===== config.mk =====
export PLATFORM = sky130hd
export DESIGN_NAME = eqcfg_output_regs
export DESIGN_NICKNAME = d
export VERILOG_FILES = /design/src/pkg/eqcfg_pkg.sv /design/src/eqcfg_sclk_edge.sv /design/src/eqcfg_spi_port.sv /design/src/eqcfg_output_regs.sv
export SDC_FILE = /design/constraint.sdc
export NUM_CORES = 1
export LEC_CHECK = 0
export ABC_CLOCK_PERIOD_IN_PS = 2000
export BUFFER_PORTS_ARGS = -buffer_cell sky130_fd_sc_hd__buf_2
export CORE_MARGIN = 5
export CORE_UTILIZATION = 35
export CTS_CLUSTER_DIAMETER = 30
export CTS_CLUSTER_SIZE = 20
export DETAILED_ROUTE_END_ITERATION = 10
export MAX_ROUTING_LAYER = met4
export SLEW_MARGIN = 20
export SYNTH_ARGS = -nofsm -noshare
export SYNTH_HDL_FRONTEND = slang
export SYNTH_SLANG_ARGS = --single-unit

===== constraint.sdc =====
create_clock -name clk -period 2 [get_ports clk]
set_input_delay 0.2 -clock clk [delete_from_list [all_inputs] [get_ports clk]]
set_output_delay 0.2 -clock clk [all_outputs]
set_load 0.03 [all_outputs]

===== src/pkg/eqcfg_pkg.sv =====
// Package of addresses, field layouts, reset values and carrier types for the equalizer output register bank.
package eqcfg_pkg;

  localparam int ADDR_W = 7;
  localparam int DATA_W = 8;
  localparam logic [4:0] FRAME_BITS = 5'h10;
  localparam logic [4:0] HDR_BITS = 5'h08;

  localparam logic [6:0] ADDR_DRV = 7'h01;
  localparam logic [6:0] ADDR_LAUNCH = 7'h02;
  localparam logic [6:0] ADDR_MUTE = 7'h03;
  localparam logic [6:0] ADDR_ID = 7'h04;
  localparam logic [6:0] ADDR_RATE = 7'h05;
  localparam logic [6:0] ADDR_CLEN = 7'h06;
  localparam logic [6:0] ADDR_LREAD = 7'h07;

  localparam int SWING_LSB = 6;
  localparam int CM_LSB = 4;
  localparam int DEEN_BIT = 3;
  localparam int DELVL_LSB = 1;
  localparam int LAUNCH_OPT_BIT = 7;
  localparam int MUTE_SRC_BIT = 5;
  localparam int RATE_BIT = 5;
  localparam int LREAD_LSB = 2;

  localparam logic [1:0] SWING_RST = 2'h2;
  localparam logic [1:0] CM_RST = 2'h2;
  localparam logic DEEN_RST = 1'h0;
  localparam logic [1:0] DELVL_RST = 2'h1;
  localparam logic LAUNCH_OPT_RST = 1'h0;
  localparam logic [6:0] LAUNCH_RSV_RST = 7'h68;
  localparam logic MUTE_SRC_RST = 1'h0;
  localparam logic [4:0] MUTE_THR_RST = 5'h1f;
  localparam logic [1:0] MUTE_RSV_VAL = 2'h0;

  localparam int CLK_PERIOD_NS = 10;
  localparam int SCLK_HALF_MIN_NS = 40;
  localparam int SCLK_HALF_MIN_CYC = (SCLK_HALF_MIN_NS + CLK_PERIOD_NS - 1) / CLK_PERIOD_NS;

  typedef struct packed {
    logic [1:0] swing;
    logic [1:0] cm;
    logic de_en;
    logic [1:0] de_lvl;
  } eqcfg_drv_t;

  typedef struct packed {
    logic src;
    logic [4:0] thr;
  } eqcfg_mute_t;

  typedef struct packed {
    logic wr;
    logic rd;
    logic [6:0] addr;
    logic [7:0] data;
  } eqcfg_req_t;

endpackage : eqcfg_pkg


===== src/eqcfg_sclk_edge.sv =====
// Edge detector for the serial clock pin, sampled in the system clock domain.
`timescale 1ns/100ps
module eqcfg_sclk_edge (
  // Clock and reset.
  input wire logic clk,
  input wire logic rst_b,
  // Serial clock pin.
  input wire logic sclk,
  // Edge pulses.
  output logic rise,
  output logic fall
);
  import eqcfg_pkg::*;

  logic sclk_reg;
  logic sclk_next;

  always_comb begin
    sclk_next = sclk;
  end

  always_ff @(posedge clk or negedge rst_b) begin
    if (!rst_b) begin
      sclk_reg <= 1'b0;
    end else begin
      sclk_reg <= sclk_next;
    end
  end

  assign rise = sclk & ~sclk_reg;
  assign fall = ~sclk & sclk_reg;

endmodule : eqcfg_sclk_edge


===== src/eqcfg_spi_port.sv =====
// Serial frame engine: collects a header and data byte, issues register requests and shifts read data out.
`timescale 1ns/100ps
module eqcfg_spi_port (
  // Clock and reset.
  input wire logic clk,
  input wire logic rst_b,
  // Serial pins and clock edges.
  input wire logic cs_b,
  input wire logic mosi,
  input wire logic sclk_rise,
  input wire logic sclk_fall,
  output logic miso,
  output logic miso_oe,
  // Register side.
  output eqcfg_pkg::eqcfg_req_t req,
  input wire logic rd_ack,
  input wire logic [7:0] rd_data
);
  import eqcfg_pkg::*;

  logic [4:0] cnt_reg, cnt_next;
  logic [15:0] sh_reg, sh_next;
  logic [7:0] tx_reg, tx_next;
  logic miso_reg, miso_next;
  logic oe_reg, oe_next;
  eqcfg_req_t req_reg, req_next;

  always_comb begin
    cnt_next = cnt_reg;
    sh_next = sh_reg;
    tx_next = tx_reg;
    miso_next = miso_reg;
    oe_next = oe_reg;
    req_next = req_reg;
    req_next.wr = 1'b0;
    req_next.rd = 1'b0;
    if (cs_b) begin
      cnt_next = 5'h00;
      oe_next = 1'b0;
      miso_next = 1'b0;
    end else begin
      oe_next = 1'b1;
      if (sclk_rise && cnt_reg < FRAME_BITS) begin
        sh_next = {sh_reg[14:0], mosi};
        cnt_next = cnt_reg + 5'h01;
        // The read is fetched for every frame so the data byte is ready before the first falling edge.
        if (cnt_reg == HDR_BITS - 5'h01) begin
          req_next.rd = 1'b1;
          req_next.addr = {sh_reg[5:0], mosi};
        end
        if (cnt_reg == FRAME_BITS - 5'h01) begin
          req_next.wr = ~sh_reg[14];
          req_next.addr = sh_reg[13:7];
          req_next.data = {sh_reg[6:0], mosi};
        end
      end
      if (rd_ack) begin
        tx_next = rd_data;
      end
      if (sclk_fall && cnt_reg >= HDR_BITS && cnt_reg < FRAME_BITS) begin
        miso_next = tx_reg[7];
        tx_next = {tx_reg[6:0], 1'b0};
      end
    end
  end

  always_ff @(posedge clk or negedge rst_b) begin
    if (!rst_b) begin
      cnt_reg <= 5'h00;
      sh_reg <= 16'h0000;
      tx_reg <= 8'h00;
      miso_reg <= 1'b0;
      oe_reg <= 1'b0;
      req_reg <= '0;
    end else begin
      cnt_reg <= cnt_next;
      sh_reg <= sh_next;
      tx_reg <= tx_next;
      miso_reg <= miso_next;
      oe_reg <= oe_next;
      req_reg <= req_next;
    end
  end

  assign miso = miso_reg;
  assign miso_oe = oe_reg;
  assign req = req_reg;

endmodule : eqcfg_spi_port


===== src/eqcfg_output_regs.sv =====
// Output driver, launch amplitude and mute threshold register bank of the cable equalizer.
// Overview of operation
// - Swing field bits 7:6 picks 400/600/700/800 mV; resets to code 10.
// - Common-mode field bits 5:4 picks 0.8/1.0/1.2 V or supply; resets 10.
// - Bit 3 enables de-emphasis when set; resets to zero.
// - De-emphasis level bits 2:1 picks 0/-3/-5/-7 dB; resets to 01.
// - Launch bit 7 resets to 0 for 800 mV; set optimises for 400 mV.
// - Launch bits 6:0 reset to 1101000; host always writes that pattern.
// - Mute threshold bits 7:6 are reserved, read 00; host writes 00.
// - Five-bit mute threshold steps 10 m per code, 00000 at 10 m.
`timescale 1ns/100ps
module eqcfg_output_regs #(
  // Identification byte; the default value is arbitrary.
  parameter logic [7:0] ID_VALUE = 8'h2a
) (
  // Clock and reset.
  input wire logic clk,
  input wire logic rst_b,
  // Serial port pins.
  input wire logic sclk,
  input wire logic cs_b,
  input wire logic mosi,
  output logic miso,
  output logic miso_oe,
  // Status from the equalizer core.
  input wire logic rate_is_hd,
  input wire logic [7:0] cable_length_code,
  input wire logic [5:0] launch_amp_level,
  // Configuration to the equalizer core.
  output eqcfg_pkg::eqcfg_drv_t drv_cfg,
  output logic launch_atten_opt,
  output logic [6:0] launch_trim,
  output eqcfg_pkg::eqcfg_mute_t mute_cfg
);
  import eqcfg_pkg::*;

  logic sclk_rise;
  logic sclk_fall;
  eqcfg_req_t req;

  eqcfg_drv_t drv_reg, drv_next;
  logic [7:0] launch_reg, launch_next;
  eqcfg_mute_t mute_reg, mute_next;
  logic [7:0] rd_data_reg, rd_data_next;
  logic rd_ack_reg, rd_ack_next;

  eqcfg_sclk_edge u_edge (
    .clk(clk),
    .rst_b(rst_b),
    .sclk(sclk),
    .rise(sclk_rise),
    .fall(sclk_fall)
  );

  // The host side of the port is the only path into the bank.
  eqcfg_spi_port u_port (
    .clk(clk),
    .rst_b(rst_b),
    .cs_b(cs_b),
    .mosi(mosi),
    .sclk_rise(sclk_rise),
    .sclk_fall(sclk_fall),
    .miso(miso),
    .miso_oe(miso_oe),
    .req(req),
    .rd_ack(rd_ack_reg),
    .rd_data(rd_data_reg)
  );

  function automatic logic [7:0] drv_word(input eqcfg_drv_t d);
    logic [7:0] w;
    w = 8'h00;
    w[SWING_LSB +: 2] = d.swing;
    w[CM_LSB +: 2] = d.cm;
    w[DEEN_BIT] = d.de_en;
    w[DELVL_LSB +: 2] = d.de_lvl;
    return w;
  endfunction : drv_word

  // Write decode: driver and mute take only their writable fields, launch takes all eight bits including reserved 6:0; read-only addresses stay put.
  always_comb begin
    drv_next = drv_reg;
    launch_next = launch_reg;
    mute_next = mute_reg;
    if (req.wr) begin
      case (req.addr)
        ADDR_DRV: begin
          drv_next.swing = req.data[SWING_LSB +: 2];
          drv_next.cm = req.data[CM_LSB +: 2];
          drv_next.de_en = req.data[DEEN_BIT];
          drv_next.de_lvl = req.data[DELVL_LSB +: 2];
        end
        ADDR_LAUNCH: begin
          // The low bits are stored as written; the core relies on the host keeping the pattern.
          launch_next = req.data;
        end
        ADDR_MUTE: begin
          mute_next.src = req.data[MUTE_SRC_BIT];
          mute_next.thr = req.data[4:0];
        end
        default: begin
          drv_next = drv_reg;
        end
      endcase
    end
  end

  always_ff @(posedge clk or negedge rst_b) begin
    if (!rst_b) begin
      drv_reg <= '{swing: SWING_RST, cm: CM_RST, de_en: DEEN_RST, de_lvl: DELVL_RST};
      launch_reg <= {LAUNCH_OPT_RST, LAUNCH_RSV_RST};
      mute_reg <= '{src: MUTE_SRC_RST, thr: MUTE_THR_RST};
    end else begin
      drv_reg <= drv_next;
      launch_reg <= launch_next;
      mute_reg <= mute_next;
    end
  end

  // Read mux: status registers show the live core inputs at the moment the header completes.
  always_comb begin
    rd_ack_next = req.rd;
    rd_data_next = rd_data_reg;
    if (req.rd) begin
      case (req.addr)
        ADDR_DRV: rd_data_next = drv_word(drv_reg);
        ADDR_LAUNCH: rd_data_next = launch_reg;
        ADDR_MUTE: rd_data_next = {MUTE_RSV_VAL, mute_reg.src, mute_reg.thr};
        ADDR_ID: rd_data_next = ID_VALUE;
        ADDR_RATE: rd_data_next = {2'h0, rate_is_hd, 5'h00};
        ADDR_CLEN: rd_data_next = cable_length_code;
        ADDR_LREAD: rd_data_next = {launch_amp_level, 2'h0};
        default: rd_data_next = 8'h00;
      endcase
    end
  end

  always_ff @(posedge clk or negedge rst_b) begin
    if (!rst_b) begin
      rd_data_reg <= 8'h00;
      rd_ack_reg <= 1'b0;
    end else begin
      rd_data_reg <= rd_data_next;
      rd_ack_reg <= rd_ack_next;
    end
  end

  assign drv_cfg = drv_reg;
  assign launch_atten_opt = launch_reg[LAUNCH_OPT_BIT];
  assign launch_trim = launch_reg[6:0];
  assign mute_cfg = mute_reg;

  // Checks on the bank.
  property p_drv_reset;
    @(posedge clk) $rose(rst_b) |-> drv_cfg.swing == 2'h2 && drv_cfg.cm == 2'h2 && drv_cfg.de_lvl == 2'h1;
  endproperty
  a_drv_reset: assert property (p_drv_reset) else $error("Driver fields left reset wrong.");

  property p_swing_write;
    @(posedge clk) disable iff (!rst_b)
      req.wr && req.addr == ADDR_DRV |=> drv_cfg.swing == $past(req.data[7:6]);
  endproperty
  a_swing_write: assert property (p_swing_write) else $error("Swing field did not take the write.");

  property p_cm_write;
    @(posedge clk) disable iff (!rst_b)
      req.wr && req.addr == ADDR_DRV |=> drv_cfg.cm == $past(req.data[5:4]);
  endproperty
  a_cm_write: assert property (p_cm_write) else $error("Common-mode field did not take the write.");

  property p_deen_write;
    @(posedge clk) disable iff (!rst_b)
      req.wr && req.addr == ADDR_DRV |=> drv_cfg.de_en == $past(req.data[3]);
  endproperty
  a_deen_write: assert property (p_deen_write) else $error("De-emphasis enable did not take the write.");

  property p_deen_reset;
    @(posedge clk) $rose(rst_b) |-> !drv_cfg.de_en ##1 (drv_cfg.de_en == $past(req.wr && req.addr == ADDR_DRV
      && req.data[3]) || !drv_cfg.de_en);
  endproperty
  a_deen_reset: assert property (p_deen_reset) else $error("De-emphasis enable not clear after reset.");

  property p_delvl_write;
    @(posedge clk) disable iff (!rst_b)
      req.wr && req.addr == ADDR_DRV |=> drv_cfg.de_lvl == $past(req.data[2:1]);
  endproperty
  a_delvl_write: assert property (p_delvl_write) else $error("De-emphasis level did not take the write.");

  property p_launch_reset;
    @(posedge clk) $rose(rst_b) |-> !launch_atten_opt && launch_trim == 7'h68;
  endproperty
  a_launch_reset: assert property (p_launch_reset) else $error("Launch register left reset wrong.");

  property p_launch_write;
    @(posedge clk) disable iff (!rst_b)
      req.wr && req.addr == ADDR_LAUNCH |=> launch_atten_opt == $past(req.data[7])
        && launch_trim == $past(req.data[6:0]);
  endproperty
  a_launch_write: assert property (p_launch_write) else $error("Launch register did not take the write.");

  property p_mute_rsv_read;
    @(posedge clk) disable iff (!rst_b)
      req.rd && req.addr == ADDR_MUTE |=> rd_data_reg[7:6] == 2'h0 && rd_data_reg[4:0] == mute_cfg.thr;
  endproperty
  a_mute_rsv_read: assert property (p_mute_rsv_read) else $error("Mute reserved bits read nonzero.");

  property p_mute_write;
    @(posedge clk) disable iff (!rst_b)
      req.wr && req.addr == ADDR_MUTE |=> mute_cfg.thr == $past(req.data[4:0])
        && mute_cfg.src == $past(req.data[5]);
  endproperty
  a_mute_write: assert property (p_mute_write) else $error("Mute threshold did not take the write.");

  property p_mute_reset;
    @(posedge clk) $rose(rst_b) |-> mute_cfg.thr == 5'h1f && !mute_cfg.src;
  endproperty
  a_mute_reset: assert property (p_mute_reset) else $error("Mute threshold left reset wrong.");

  property p_ro_write_ignored;
    @(posedge clk) disable iff (!rst_b)
      req.wr && (req.addr < ADDR_DRV || req.addr > ADDR_MUTE) |=> $stable(drv_cfg) && $stable(launch_trim)
        && $stable(launch_atten_opt) && $stable(mute_cfg);
  endproperty
  a_ro_write_ignored: assert property (p_ro_write_ignored) else $error("Write to read-only address changed state.");

  property p_drv_bit0_read;
    @(posedge clk) disable iff (!rst_b)
      req.rd && req.addr == ADDR_DRV |=> rd_data_reg[0] == 1'b0 && rd_data_reg[7:6] == drv_cfg.swing;
  endproperty
  a_drv_bit0_read: assert property (p_drv_bit0_read) else $error("Driver register read back wrong.");

  property p_clen_read;
    @(posedge clk) disable iff (!rst_b)
      req.rd && req.addr == ADDR_CLEN |=> rd_ack_reg && rd_data_reg == $past(cable_length_code);
  endproperty
  a_clen_read: assert property (p_clen_read) else $error("Cable length read did not show the input.");

  property p_ack_ahead_of_shift;
    @(posedge clk) disable iff (!rst_b)
      req.rd |-> !sclk_fall ##1 (rd_ack_reg && !sclk_fall);
  endproperty
  a_ack_ahead_of_shift: assert property (p_ack_ahead_of_shift) else $error("Read data late for first falling edge.");

  property p_oe_in_frame;
    @(posedge clk) disable iff (!rst_b)
      !cs_b |=> miso_oe;
  endproperty
  a_oe_in_frame: assert property (p_oe_in_frame) else $error("Data out not enabled during a frame.");

  property p_idle_pins;
    @(posedge clk) disable iff (!rst_b)
      cs_b |=> !miso_oe && !miso;
  endproperty
  a_idle_pins: assert property (p_idle_pins) else $error("Data out active while deselected.");

  property p_drv_hold;
    @(posedge clk) disable iff (!rst_b)
      !(req.wr && req.addr == ADDR_DRV) |=> $stable(drv_cfg);
  endproperty
  a_drv_hold: assert property (p_drv_hold) else $error("Driver fields changed without a write.");

  property p_launch_hold;
    @(posedge clk) disable iff (!rst_b)
      !(req.wr && req.addr == ADDR_LAUNCH) |=> $stable(launch_atten_opt) && $stable(launch_trim);
  endproperty
  a_launch_hold: assert property (p_launch_hold) else $error("Launch register changed without a write.");

  property p_mute_hold;
    @(posedge clk) disable iff (!rst_b)
      !(req.wr && req.addr == ADDR_MUTE) |=> $stable(mute_cfg);
  endproperty
  a_mute_hold: assert property (p_mute_hold) else $error("Mute threshold changed without a write.");

  property p_launch_read;
    @(posedge clk) disable iff (!rst_b)
      req.rd && req.addr == ADDR_LAUNCH |=> rd_data_reg == {launch_atten_opt, launch_trim};
  endproperty
  a_launch_read: assert property (p_launch_read) else $error("Launch register read back wrong.");

  property p_drv_fields_read;
    @(posedge clk) disable iff (!rst_b)
      req.rd && req.addr == ADDR_DRV |=> rd_data_reg[5:1] == {drv_cfg.cm, drv_cfg.de_en, drv_cfg.de_lvl};
  endproperty
  a_drv_fields_read: assert property (p_drv_fields_read) else $error("Driver low fields read back wrong.");

  property p_id_read;
    @(posedge clk) disable iff (!rst_b)
      req.rd && req.addr == ADDR_ID |=> rd_data_reg == ID_VALUE;
  endproperty
  a_id_read: assert property (p_id_read) else $error("Identification read back wrong.");

  property p_rate_read;
    @(posedge clk) disable iff (!rst_b)
      req.rd && req.addr == ADDR_RATE |=> rd_data_reg == {2'h0, $past(rate_is_hd), 5'h00};
  endproperty
  a_rate_read: assert property (p_rate_read) else $error("Rate read did not show the input.");

  property p_lread_read;
    @(posedge clk) disable iff (!rst_b)
      req.rd && req.addr == ADDR_LREAD |=> rd_data_reg == {$past(launch_amp_level), 2'h0};
  endproperty
  a_lread_read: assert property (p_lread_read) else $error("Launch level read did not show the input.");

  property p_unmapped_read;
    @(posedge clk) disable iff (!rst_b)
      req.rd && (req.addr == 7'h00 || req.addr > ADDR_LREAD) |=> rd_data_reg == 8'h00;
  endproperty
  a_unmapped_read: assert property (p_unmapped_read) else $error("Unmapped address read nonzero.");

endmodule : eqcfg_output_regs


==> implementation parameters, run 1 <==
Parameter                              Value

Job
  # Max-Cap Violations    0

Status
  Run status    finished clean

Synth
  Count of mapped cells out of synthesis    281
  Mean cell area of the mapped netlist    12.36 µm²
  Top cells by count, synth    sky130_fd_sc_hd__dfrtp_1, sky130_fd_sc_hd__mux2_2, sky130_fd_sc_hd__o22ai_1, sky130_fd_sc_hd__nor2_1
  Proportion of netlist area held by the largest area contributor    0.4827
  Sequential-to-total area share from yosys stat    0.5659
  Proportion of register bits with asynchronous set or reset after synthesis    1.000
  Yosys reg bits    78
  Yosys warning count    0
  Post-synth EDFFs    0
  Net Count, Synth    304
  Area contributors post-synth    sky130_fd_sc_hd__dfrtp_1, sky130_fd_sc_hd__mux2_2, sky130_fd_sc_hd__dfstp_2
  Number of distinct library cells after synthesis    44
  Netlist area before placement    0.003473 mm²
  Library cell occupying the most area in the post-synthesis netlist    sky130_fd_sc_hd__dfrtp_1
  Most used standard cell by instance count after synthesis    sky130_fd_sc_hd__dfrtp_1
  Top FF cell, synth    sky130_fd_sc_hd__dfrtp_1

Drt
  Total wire length after detailed routing    7796 µm
  Highest signal layer in the routed design    met4
  Sum of met2 wire segment lengths after detailed routing    3681 µm
  Via count    2444
  Average routed wire per standard cell    16.45 µm
  Detailed-router iteration count before antenna repair    4
  Final routed DRC violation total    0
  Total length of routed met3 wires    328 µm
  Detailed router's first-iteration violation count    103
  Post-route ant nets    0
  Routed via count divided by cell count    5.156
  Routed met1 length    3669 µm

Pwr
  Total chip power    3163 µW
  IR drop worst, VDD    0.0003283 V
  Leak    0.001913 µW
  PD cells    765.3 mW/mm²

CTS
  TritonCTS buffer count    9
  Clock insertion delay at the later pin of the skew report    0.36 ns
  Clk Tree Root Cell    sky130_fd_sc_hd__clkbuf_8
  Clock tree sinks    78
  Clock tree from TritonCTS    yes
  Maximum number of buffers from clock root to sink    2
  Quantity of gates resized following cts    0
  H-tree depth    3
  Clk slew on worst S/H paths    0.09 ns

STA
  Final count of hold timing violations    0
  Setup repair after global routing missed its margin    no
  Max-slew violation total from the final report    0
  Post-layout min period    1.838 ns
  PnR worst setup slack    0.1624 ns
  Clock tree skew after final layout    0.01061 ns
  Measured slew at the worst slew-check pin    0.6348 ns
  Summed negative setup slack over all endpoints    0 ns
  Slew HR    0.5768
  Maximum clock frequency    0.5442 GHz
  Final period util    0.9188
  Final count of negative-setup-slack endpoints    0

Floorplan
  Std-Cell Rows    36
  Width of the die    109.6 µm
  Height of the die    109.6 µm
  Die ar.    0.01202 mm²
  Ports    43
  Starting utilization of the core area    0.3570
  Core Box Area    0.009729 mm²

Critical path
  Critical-path cell with the highest stage delay    sky130_fd_sc_hd__nor4_4
  Crit path max-delay family    simple AND/OR/NAND/NOR gates
  Kind of launch point of the worst setup path    flop
  Worst path required time    2.24 ns
  Kind of capture point of the worst setup path    flop
  Critical path type    flop to flop
  Cells along the critical path    nor4_4 -> nand4_2 -> mux2_2
  Delay of the slowest critical-path stage    0.46 ns
  Buffering stage count on the worst path with inverters included    0
  CP Data Arrival Time    2.08 ns
  Critical path peak fanout    8

Finish
  Flip-flop count of the largest register, all copies and words added    17
  Area taken by multi-input logic gates    0.001398 mm²
  Non-Filler Cell Area, Final    0.004133 mm²
  Finished Layout Cells    474
  Proportion of layout cells with a drive suffix above 1    0.4018
  Net count, final    359
  Inserted Diodes    0
  Sequential standard cell area    0.001966 mm²
  Area added between synthesis and finish    18.98%
  Filler cells    969

Placement
  Placer Congestion    0.7607
  Port buffer count    42
  Post-Place Setup Slack    0.1886 ns
  Total half-perimeter wirelength after legalization and detailed placement    5650 µm
  Area of placed instances    0.003909 mm²
  Cell Count Post-Placement    456

Global route
  GR Util All Layers    0.1450
  Antenna violations before repair    0
  Pin count of the biggest net entering global routing    43
  Global-route wire length before repair    12830 µm
  Vias in the first global route    2452
  Remaining global-route overflow    0

Min path
  Min-delay worst type    input pin to flop
## placed cells by master (no fill, tap or decap), types with 3 or more instances in the layout
cell type                  netlist  final
sky130_fd_sc_hd__a21oi_1        12     12
sky130_fd_sc_hd__a22oi_1         9      9
sky130_fd_sc_hd__buf_2           7     41
sky130_fd_sc_hd__buf_4           0     14
sky130_fd_sc_hd__clkbuf_8        0      9
sky130_fd_sc_hd__dfrtp_1        67     67
sky130_fd_sc_hd__dfstp_2        11     11
sky130_fd_sc_hd__ha_1            3      3
sky130_fd_sc_hd__inv_1          13     13
sky130_fd_sc_hd__inv_6           0      3
sky130_fd_sc_hd__mux2_2         45     45
sky130_fd_sc_hd__mux2i_1         7      7
sky130_fd_sc_hd__nand2_1        13     13
sky130_fd_sc_hd__nand2b_1        5      5
sky130_fd_sc_hd__nand4_1         3      3
sky130_fd_sc_hd__nor2_1         15     15
sky130_fd_sc_hd__o21ai_0         8      8
sky130_fd_sc_hd__o22ai_1        21     21
## final cells by class
class                           count  share of cell area
Clock buffer                        9             0.02997
Clock inverter                      7             0.01938
Inverter                           13             0.01181
Multi-Input combinational cell    176              0.3382
Sequential cell                    78              0.4756
Tap cell                          133             0.04027
Timing Repair Buffer               58             0.08477
## worst paths after layout
check / slack (ns) / cells after the start / startpoint / endpoint
max: 0.16 / 3 / u_port.req[11]$_DFFE_PN0P_ / launch_reg[0]$_DFFE_PN0P_
min: 0.11 / 2 / mosi / u_port.sh_reg[0]$_DFFE_PN0P_
max reg2reg: 0.16 / 3 / u_port.req[11]$_DFFE_PN0P_ / launch_reg[0]$_DFFE_PN0P_
min reg2reg: 0.46 / 1 / u_port.sh_reg[14]$_DFFE_PN0P_ / u_port.req[16]$_DFF_PN0_
max in group asynchronous: 0.95 / 3 / rst_b / mute_cfg[3]$_DFFE_PN1P_
min in group asynchronous: 0.39 / 2 / rst_b / u_port.tx_reg[4]$_DFFE_PN0P_
## power breakdown
part	total [µW]	switching (µW)	internal (µW)
registers	1750	92.2	1660
clock network	1230	635	592
logic	183	78.9	104
total	3160	806	2360
## through the flow
step                hold slack, ns    util
global placement            0.2256  0.4017
detailed placement          0.2308  0.4017
finish                      0.1119  0.4248
floorplan                 -0.09559       -
global route                0.1246  0.4248
CTS                         0.1084  0.4248
## what timing repair did
item / 4_1_cts / 5_1_grt
buffers inserted: 0 / 0
hold buffers: 2 / 0
setup endpoints to repair: 0 / 0
hold endpoints to repair: 35 / 0
## metal layers
layer / global-route usage / vias up
met3: 0.01938 / 6
met5: - / -
met4: 0.06411 / 0
met2: 0.2158 / 53
li1: - / 1140
met1: 0.1985 / 1245
## logic make-up after synthesis
group / Yosys count / share of synthesized area
mux: 53 / 0.1726
flops: 78 / 0.5659
compound gates: 63 / 0.1189
simple gates: 54 / 0.09258
fa+ha+maj: 3 / 0.01081
xor+xnor: 3 / 0.007566
buf+inv: 27 / 0.03170
No activity file was read; power rests on OpenSTA's default activity.
==> inputs of run 2 (changes only) <==
- CAP_MARGIN: unset -> 40
- CORE_UTILIZATION: 35 -> 57
- PLACE_DENSITY: unset -> 0.79
==> run 2 against run 1 <==
Effect of this change:
- largest cell class unchanged
- largest power group unchanged
- wire length decreased by 5.2%
- count of clock-buffer cells in the layout increased by 3
- sequential share of layout area increased by 1.4 points
- combinational power about the same
- critical path depth increased by 2
- sequential cell count unchanged
- sequential power about the same
- setup slack got worse by 0.030 ns
- critical path type unchanged
- clock skew decreased by 0.00096 ns
- final cell count decreased by 13%
- clock power decreased by 6%
==> implementation parameters, run 2 (synthesized netlist as in run 1, its figures left out) <==
Parameter                              Value

Global route
  Pin count of the biggest net entering global routing    63
  Antenna violations before repair    0
  Remaining global-route overflow    0
  GR Util All Layers    0.2170
  Global-route wire length before repair    12260 µm
  Vias in the first global route    2387

CTS
  Clk slew on worst S/H paths    0.08 ns
  Clock insertion delay at the later pin of the skew report    0.35 ns
  Clock tree from TritonCTS    yes
  TritonCTS buffer count    9
  Clock tree sinks    78
  Clk Tree Root Cell    sky130_fd_sc_hd__clkbuf_8
  Quantity of gates resized following cts    0
  H-tree depth    3
  Maximum number of buffers from clock root to sink    2

STA
  Setup repair after global routing missed its margin    no
  Clock tree skew after final layout    0.009646 ns
  Maximum clock frequency    0.5354 GHz
  Final count of negative-setup-slack endpoints    0
  Final count of hold timing violations    0
  Final period util    0.9338
  Max-slew violation total from the final report    0
  Measured slew at the worst slew-check pin    0.6171 ns
  Slew HR    0.5886
  Post-layout min period    1.868 ns
  Summed negative setup slack over all endpoints    0 ns

Critical path
  Critical path type    flop to flop
  Register-to-Register Setup Slack    0.13 ns
  Delay of the slowest critical-path stage    0.42 ns
  Critical-path cell with the highest stage delay    sky130_fd_sc_hd__dfrtp_1
  Worst path required time    2.23 ns
  Kind of capture point of the worst setup path    flop
  Kind of launch point of the worst setup path    flop
  Critical path origin    u_port.cnt_reg[0]$_DFFE_PN0P_
  Critical path's most frequent cell    sky130_fd_sc_hd__ha_1
  Cells along the critical path    ha_1 -> and3_1 -> ha_1 -> nand2_2 -> mux2_2
  CP Data Arrival Time    2.10 ns
  Critical path peak fanout    16
  Launching point of the worst reg2reg path    u_port.cnt_reg[0]$_DFFE_PN0P_

Drt
  Detailed router's first-iteration violation count    93
  Final routed DRC violation total    0
  Post-route ant nets    0
  Routed via count divided by cell count    5.840
  Detailed-router iteration count before antenna repair    4
  Average routed wire per standard cell    17.94 µm
  Total wire length after detailed routing    7392 µm
  Via count    2406

Finish
  Sequential standard cell area    0.001966 mm²
  Net count, final    355
  Most frequent standard cell in the layout excluding fill and tap cells    sky130_fd_sc_hd__dfrtp_1
  Area taken by multi-input logic gates    0.001398 mm²
  Proportion of layout cells with a drive suffix above 1    0.3917
  Non-Filler Cell Area, Final    0.004016 mm²
  Flip-flop count of the largest register, all copies and words added    17
  Most used cells in the layout excluding fill and tap cells    sky130_fd_sc_hd__dfrtp_1, sky130_fd_sc_hd__mux2_2, sky130_fd_sc_hd__buf_2
  Filler cells    449
  Area added between synthesis and finish    15.63%
  Inserted Diodes    0

Pwr
  Leak    0.001894 µW
  IR drop worst, VDD    0.0006709 V
  Part of the power in the clock network    0.375
  Sw frac    0.2343
  Comb pwr share    0.059
  Switching power of the nets    725.8 µW
  Share of power burned in registers    0.567
  Total chip power    3098 µW
  PD cells    771.4 mW/mm²
  Design internal power    2372 µW

Placement
  Total half-perimeter wirelength after legalization and detailed placement    5305 µm
  Area of placed instances    0.003814 mm²
  Placer Congestion    0.8241
  Port buffer count    42

Min path
  Hold Crit Start    sclk
  Min-delay worst type    input pin to flop

Floorplan
  Ports    43
  Height of the die    88.06 µm
  Die ar.    0.007755 mm²
  Starting utilization of the core area    0.5866
  Width of the die    88.06 µm
  Core Box Area    0.005921 mm²
  Std-Cell Rows    28

Status
  Run status    finished clean

Job
  # Max-Cap Violations    0
## run 2: metal layers
metal | wire (µm) | vias to the layer above | global-route usage | part of all wire
li1 | - | 1125 | - | -
met2 | 3700 | 45 | 0.3329 | 0.50
met3 | 249 | 6 | 0.05456 | 0.034
met5 | 0 | - | - | 0
met1 | 3388 | 1230 | 0.2844 | 0.46
met4 | 53 | 0 | 0.07143 | 0.0072
## run 2: worst max-delay path: cells and delay by family (launching register included)
| family | cells | cell delay (ns) |
|---|---|---|
| muxes | 1 | 0.38 |
| and+or+nand+nor | 2 | 0.48 |
| DFF | 1 | 0.42 |
| adders and majority gates | 2 | 0.46 |
## run 2: metrics by stage
step	utilization	worst slack [ns]	hold WS, ns	instances
after floorplan	-	0.2419	-0.09559	281
after global placement	0.6441	0.2239	0.07960	395
after detailed placement	0.6441	0.1614	0.08223	395
after CTS	0.6784	0.1342	0.002748	412
after global routing	0.6784	0.05642	0.0002358	412
final	0.6784	0.1324	0.01478	412
## run 2: final cells by class
type | count | area share
clock buffer | 12 | 0.03614
inverter | 13 | 0.01215
tap | 75 | 0.02336
timing repair buffer | 54 | 0.07913
sequential | 78 | 0.4894
clock inverter | 4 | 0.01184
multi-input combinational | 176 | 0.3480
## run 2: worst paths after layout
kind / to / depth (start not counted)
max in group asynchronous: drv_cfg[6]$_DFFE_PN1P_ / 3
worst max-delay path: u_port.req[6]$_DFFE_PN0P_ / 5
worst min register to register: u_port.req[16]$_DFF_PN0_ / 1
worst min-delay path: u_edge.sclk_reg$_DFF_PN0_ / 1
worst max register to register: u_port.req[6]$_DFFE_PN0P_ / 5
min in group asynchronous: u_port.tx_reg[1]$_DFFE_PN0P_ / 2
## run 2: timing repair
item / in CTS / in global routing
setup buffers: 0 / 0
hold endpoints to repair: 16 / 0
hold buffers: 1 / 0
## run 2: power by group through the flow
stage | combinational [µW] | clock [µW] | sequential [µW]
4_1_cts | 187 | 1180 | 1750
3_3_place_gp | 176 | 0 | 1780
6_report | 182 | 1160 | 1760
3_5_place_dp | 182 | 0 | 1780
5_1_grt | 207 | 1260 | 1770
2_1_floorplan | 106 | 0 | 1750
==> inputs of run 3 (changes only) <==
- ABC_AREA: unset -> 1
- CORE_UTILIZATION: 57 -> 58
- SETUP_SLACK_MARGIN: unset -> 0.1
==> run 3 against run 2 <==
Effect of this change:
- combinational power barely moved
- critical path depth rose by 4
- first-iteration DRC count rose by 96%
- maximum frequency rose by 7.2%
- global-route usage fell by 0.52 points
- register-to-register slack improved by 0.13 ns
- largest cell class unchanged
- largest power group unchanged
==> implementation parameters, run 3 <==
Parameter                              Value

Finish
  Most used cells in the layout excluding fill and tap cells    sky130_fd_sc_hd__nand2_1, sky130_fd_sc_hd__dfrtp_1, sky130_fd_sc_hd__nand3_1, sky130_fd_sc_hd__o21ai_0, sky130_fd_sc_hd__buf_2
  Net count, final    485
  Most frequent standard cell in the layout excluding fill and tap cells    sky130_fd_sc_hd__nand2_1
  Area added between synthesis and finish    13.79%
  Inserted Diodes    0
  Flip-flop count of the largest register, all copies and words added    17
  Finished Layout Cells    544
  Proportion of layout cells with a drive suffix above 1    0.2655

Synth
  Proportion of register bits with asynchronous set or reset after synthesis    1.000
  Top cells by count, synth    sky130_fd_sc_hd__nand2_1, sky130_fd_sc_hd__dfrtp_1, sky130_fd_sc_hd__nand3_1, sky130_fd_sc_hd__o21ai_0, sky130_fd_sc_hd__inv_1
  Yosys reg bits    78
  Top FF cell, synth    sky130_fd_sc_hd__dfrtp_1
  Count of mapped cells out of synthesis    412
  Mean cell area of the mapped netlist    9.007 µm²
  Netlist area before placement    0.003711 mm²
  Post-synth EDFFs    0
  Proportion of netlist area held by the largest area contributor    0.4518
  Library cell occupying the most area in the post-synthesis netlist    sky130_fd_sc_hd__dfrtp_1
  Number of distinct library cells after synthesis    30
  Net Count, Synth    435
  Sequential-to-total area share from yosys stat    0.5297
  Yosys warning count    0
  Area contributors post-synth    sky130_fd_sc_hd__dfrtp_1, sky130_fd_sc_hd__nand2_1, sky130_fd_sc_hd__dfstp_2
  Most used standard cell by instance count after synthesis    sky130_fd_sc_hd__nand2_1

Job
  # Max-Cap Violations    0

Min path
  Capture endpoint of the worst hold path    u_port.cnt_reg[4]$_DFFE_PN0P_
  Hold Crit Start    cs_b
  Min-delay worst type    input pin to flop
  Hold depth    2

Critical path
  Buffering stage count on the worst path with inverters included    3
  Crit path max-delay family    adder cells
  Launching point of the worst reg2reg path    u_port.cnt_reg[0]$_DFFE_PN0P_
  Cells along the critical path    ha_2 -> nand2_1 -> nor2_1 -> ha_1 -> inv_2 -> a21oi_4 -> buf_4 -> buf_4 -> o21ai_2
  Register-to-Register Setup Slack    0.26 ns
  CP Data Arrival Time    1.98 ns
  Delay of the slowest critical-path stage    0.39 ns
  Kind of launch point of the worst setup path    flop
  Critical path type    flop to flop
  FF-to-FF End    u_port.req[12]$_DFFE_PN0P_
  Critical path peak fanout    10
  Critical path's most frequent cell    sky130_fd_sc_hd__buf_4
  Critical path depth    9
  Kind of capture point of the worst setup path    flop
  Worst path required time    2.23 ns
  Critical-path cell with the highest stage delay    sky130_fd_sc_hd__dfrtp_1
  Count of cells along the worst register-to-register path    9

Status
  Run status    finished clean

Global route
  Remaining global-route overflow    0
  GR Util All Layers    0.2117
  Pin count of the biggest net entering global routing    46
  Vias in the first global route    2836
  Global-route wire length before repair    13680 µm
  Antenna violations before repair    0

Drt
  Average routed wire per standard cell    14.95 µm
  Routed via count divided by cell count    5.393
  Via count    2934
  Post-route ant nets    0
  Detailed router's first-iteration violation count    182
  Detailed-router iteration count before antenna repair    5
  Total wire length after detailed routing    8135 µm
  Final routed DRC violation total    0

STA
  Maximum clock frequency    0.5740 GHz
  Setup repair after global routing missed its margin    no
  Final period util    0.8711
  Slew HR    0.6603
  Max-slew violation total from the final report    0
  Clock tree skew after final layout    0.009781 ns
  Measured slew at the worst slew-check pin    0.5081 ns
  Final count of negative-setup-slack endpoints    0
  Post-layout min period    1.742 ns
  Final count of hold timing violations    0
  Summed negative setup slack over all endpoints    0 ns
  PnR worst setup slack    0.2578 ns

Floorplan
  Width of the die    89.99 µm
  Std-Cell Rows    29
  Height of the die    89.99 µm
  Die ar.    0.008098 mm²
  Starting utilization of the core area    0.5912
  Ports    43
  Core Box Area    0.006277 mm²

CTS
  TritonCTS buffer count    9
  H-tree depth    3
  Clock tree sinks    78
  Clk slew on worst S/H paths    0.08 ns
  Clk Tree Root Cell    sky130_fd_sc_hd__clkbuf_8
  Clock tree from TritonCTS    yes
  Clock insertion delay at the later pin of the skew report    0.34 ns
  Maximum number of buffers from clock root to sink    2

Placement
  Cell Count Post-Placement    522
  Port buffer count    42
  Placer Congestion    0.9352
  Total half-perimeter wirelength after legalization and detailed placement    5636 µm
  Post-Place Setup Slack    0.09718 ns

Pwr
  IR drop worst, VDD    0.0005509 V
  PD cells    722.8 mW/mm²
  Leak    0.001980 µW
[run 3: cell count changes after synthesis, sizes merged, moves of 9 or more]
cell   before  now
nand2      14  118
a21oi      12    3
mux2       45    0
o22ai      21    0
inv        13   44
a22oi       9    0
o21ai       9   76
nand3       3   43
[run 3: area by class of cell]
| cell class | count | area (µm²) |
|---|---|---|
| Sequential cell | 78 | 1966 |
| Inverter | 44 | 167.7 |
| Fill cell | 490 | 2054 |
| Tap cell | 77 | 96.34 |
| Timing Repair Buffer | 53 | 316.6 |
| Clock buffer | 12 | 155.1 |
| Clock inverter | 4 | 45.04 |
| Multi-Input combinational cell | 276 | 1476 |
[run 3: kinds of logic (layout without fill, tap and decap cells)]
family,Yosys count,count (layout),synth area share
buffers and inverters,58,113,0.07316
AND/OR/NAND/NOR,184,184,0.2326
adder cells (fa/ha/maj),3,3,0.01012
flip-flops,78,78,0.5297
XOR/XNOR,1,1,0.002361
AO/OA/AOI/OAI,88,88,0.1521
[run 3: how the worst max path moves through the flow]
| stage | start | endpoint | slack (ns) |
|---|---|---|---|
| global placement | u_port.cnt_reg[0]$_DFFE_PN0P_ | u_port.req[8]$_DFFE_PN0P_ | 0.25 |
| detailed placement | u_port.cnt_reg[0]$_DFFE_PN0P_ | u_port.req[9]$_DFFE_PN0P_ | 0.1 |
| CTS | u_port.cnt_reg[0]$_DFFE_PN0P_ | u_port.req[9]$_DFFE_PN0P_ | 0.13 |
| floorplan | u_port.cnt_reg[0]$_DFFE_PN0P_ | u_port.req[13]$_DFFE_PN0P_ | 0.29 |
| global route | u_port.cnt_reg[0]$_DFFE_PN0P_ | u_port.req[9]$_DFFE_PN0P_ | 0.12 |
| finish | u_port.cnt_reg[0]$_DFFE_PN0P_ | u_port.req[12]$_DFFE_PN0P_ | 0.26 |
[run 3: routing by layer]
layer | share of wire | global-route usage
met5 | 0 | -
met4 | 0.020 | 0.07816
met3 | 0.045 | 0.04424
met2 | 0.49 | 0.3244
met1 | 0.45 | 0.2800
[run 3: timing repair]
item	CTS	global route
pin swaps	1	0
resized for setup	0	3
hold endpoints to repair	34	0
endpoints found under the setup margin	1	3
cloned	0	0
hold buffers	2	0
buffers inserted	4	0
[run 3: through the flow]
step	total power, µW	cell area [µm²]	utilization	hold slack (ns)
2_1_floorplan	1783	3711	-	-0.09559
3_3_place_gp	1875	3966	0.6319	0.1709
3_5_place_dp	1883	3966	0.6319	0.1777
4_1_cts	3068	4217	0.6717	0.1262
5_1_grt	3176	4223	0.6727	0.1431
6_report	3052	4223	0.6727	0.1334
[run 3: power by group]
group	switching [µW]	internal, µW	total, µW
Combinational	127	54.0	181
Clock	558	640	1200
Sequential	34.7	1640	1670
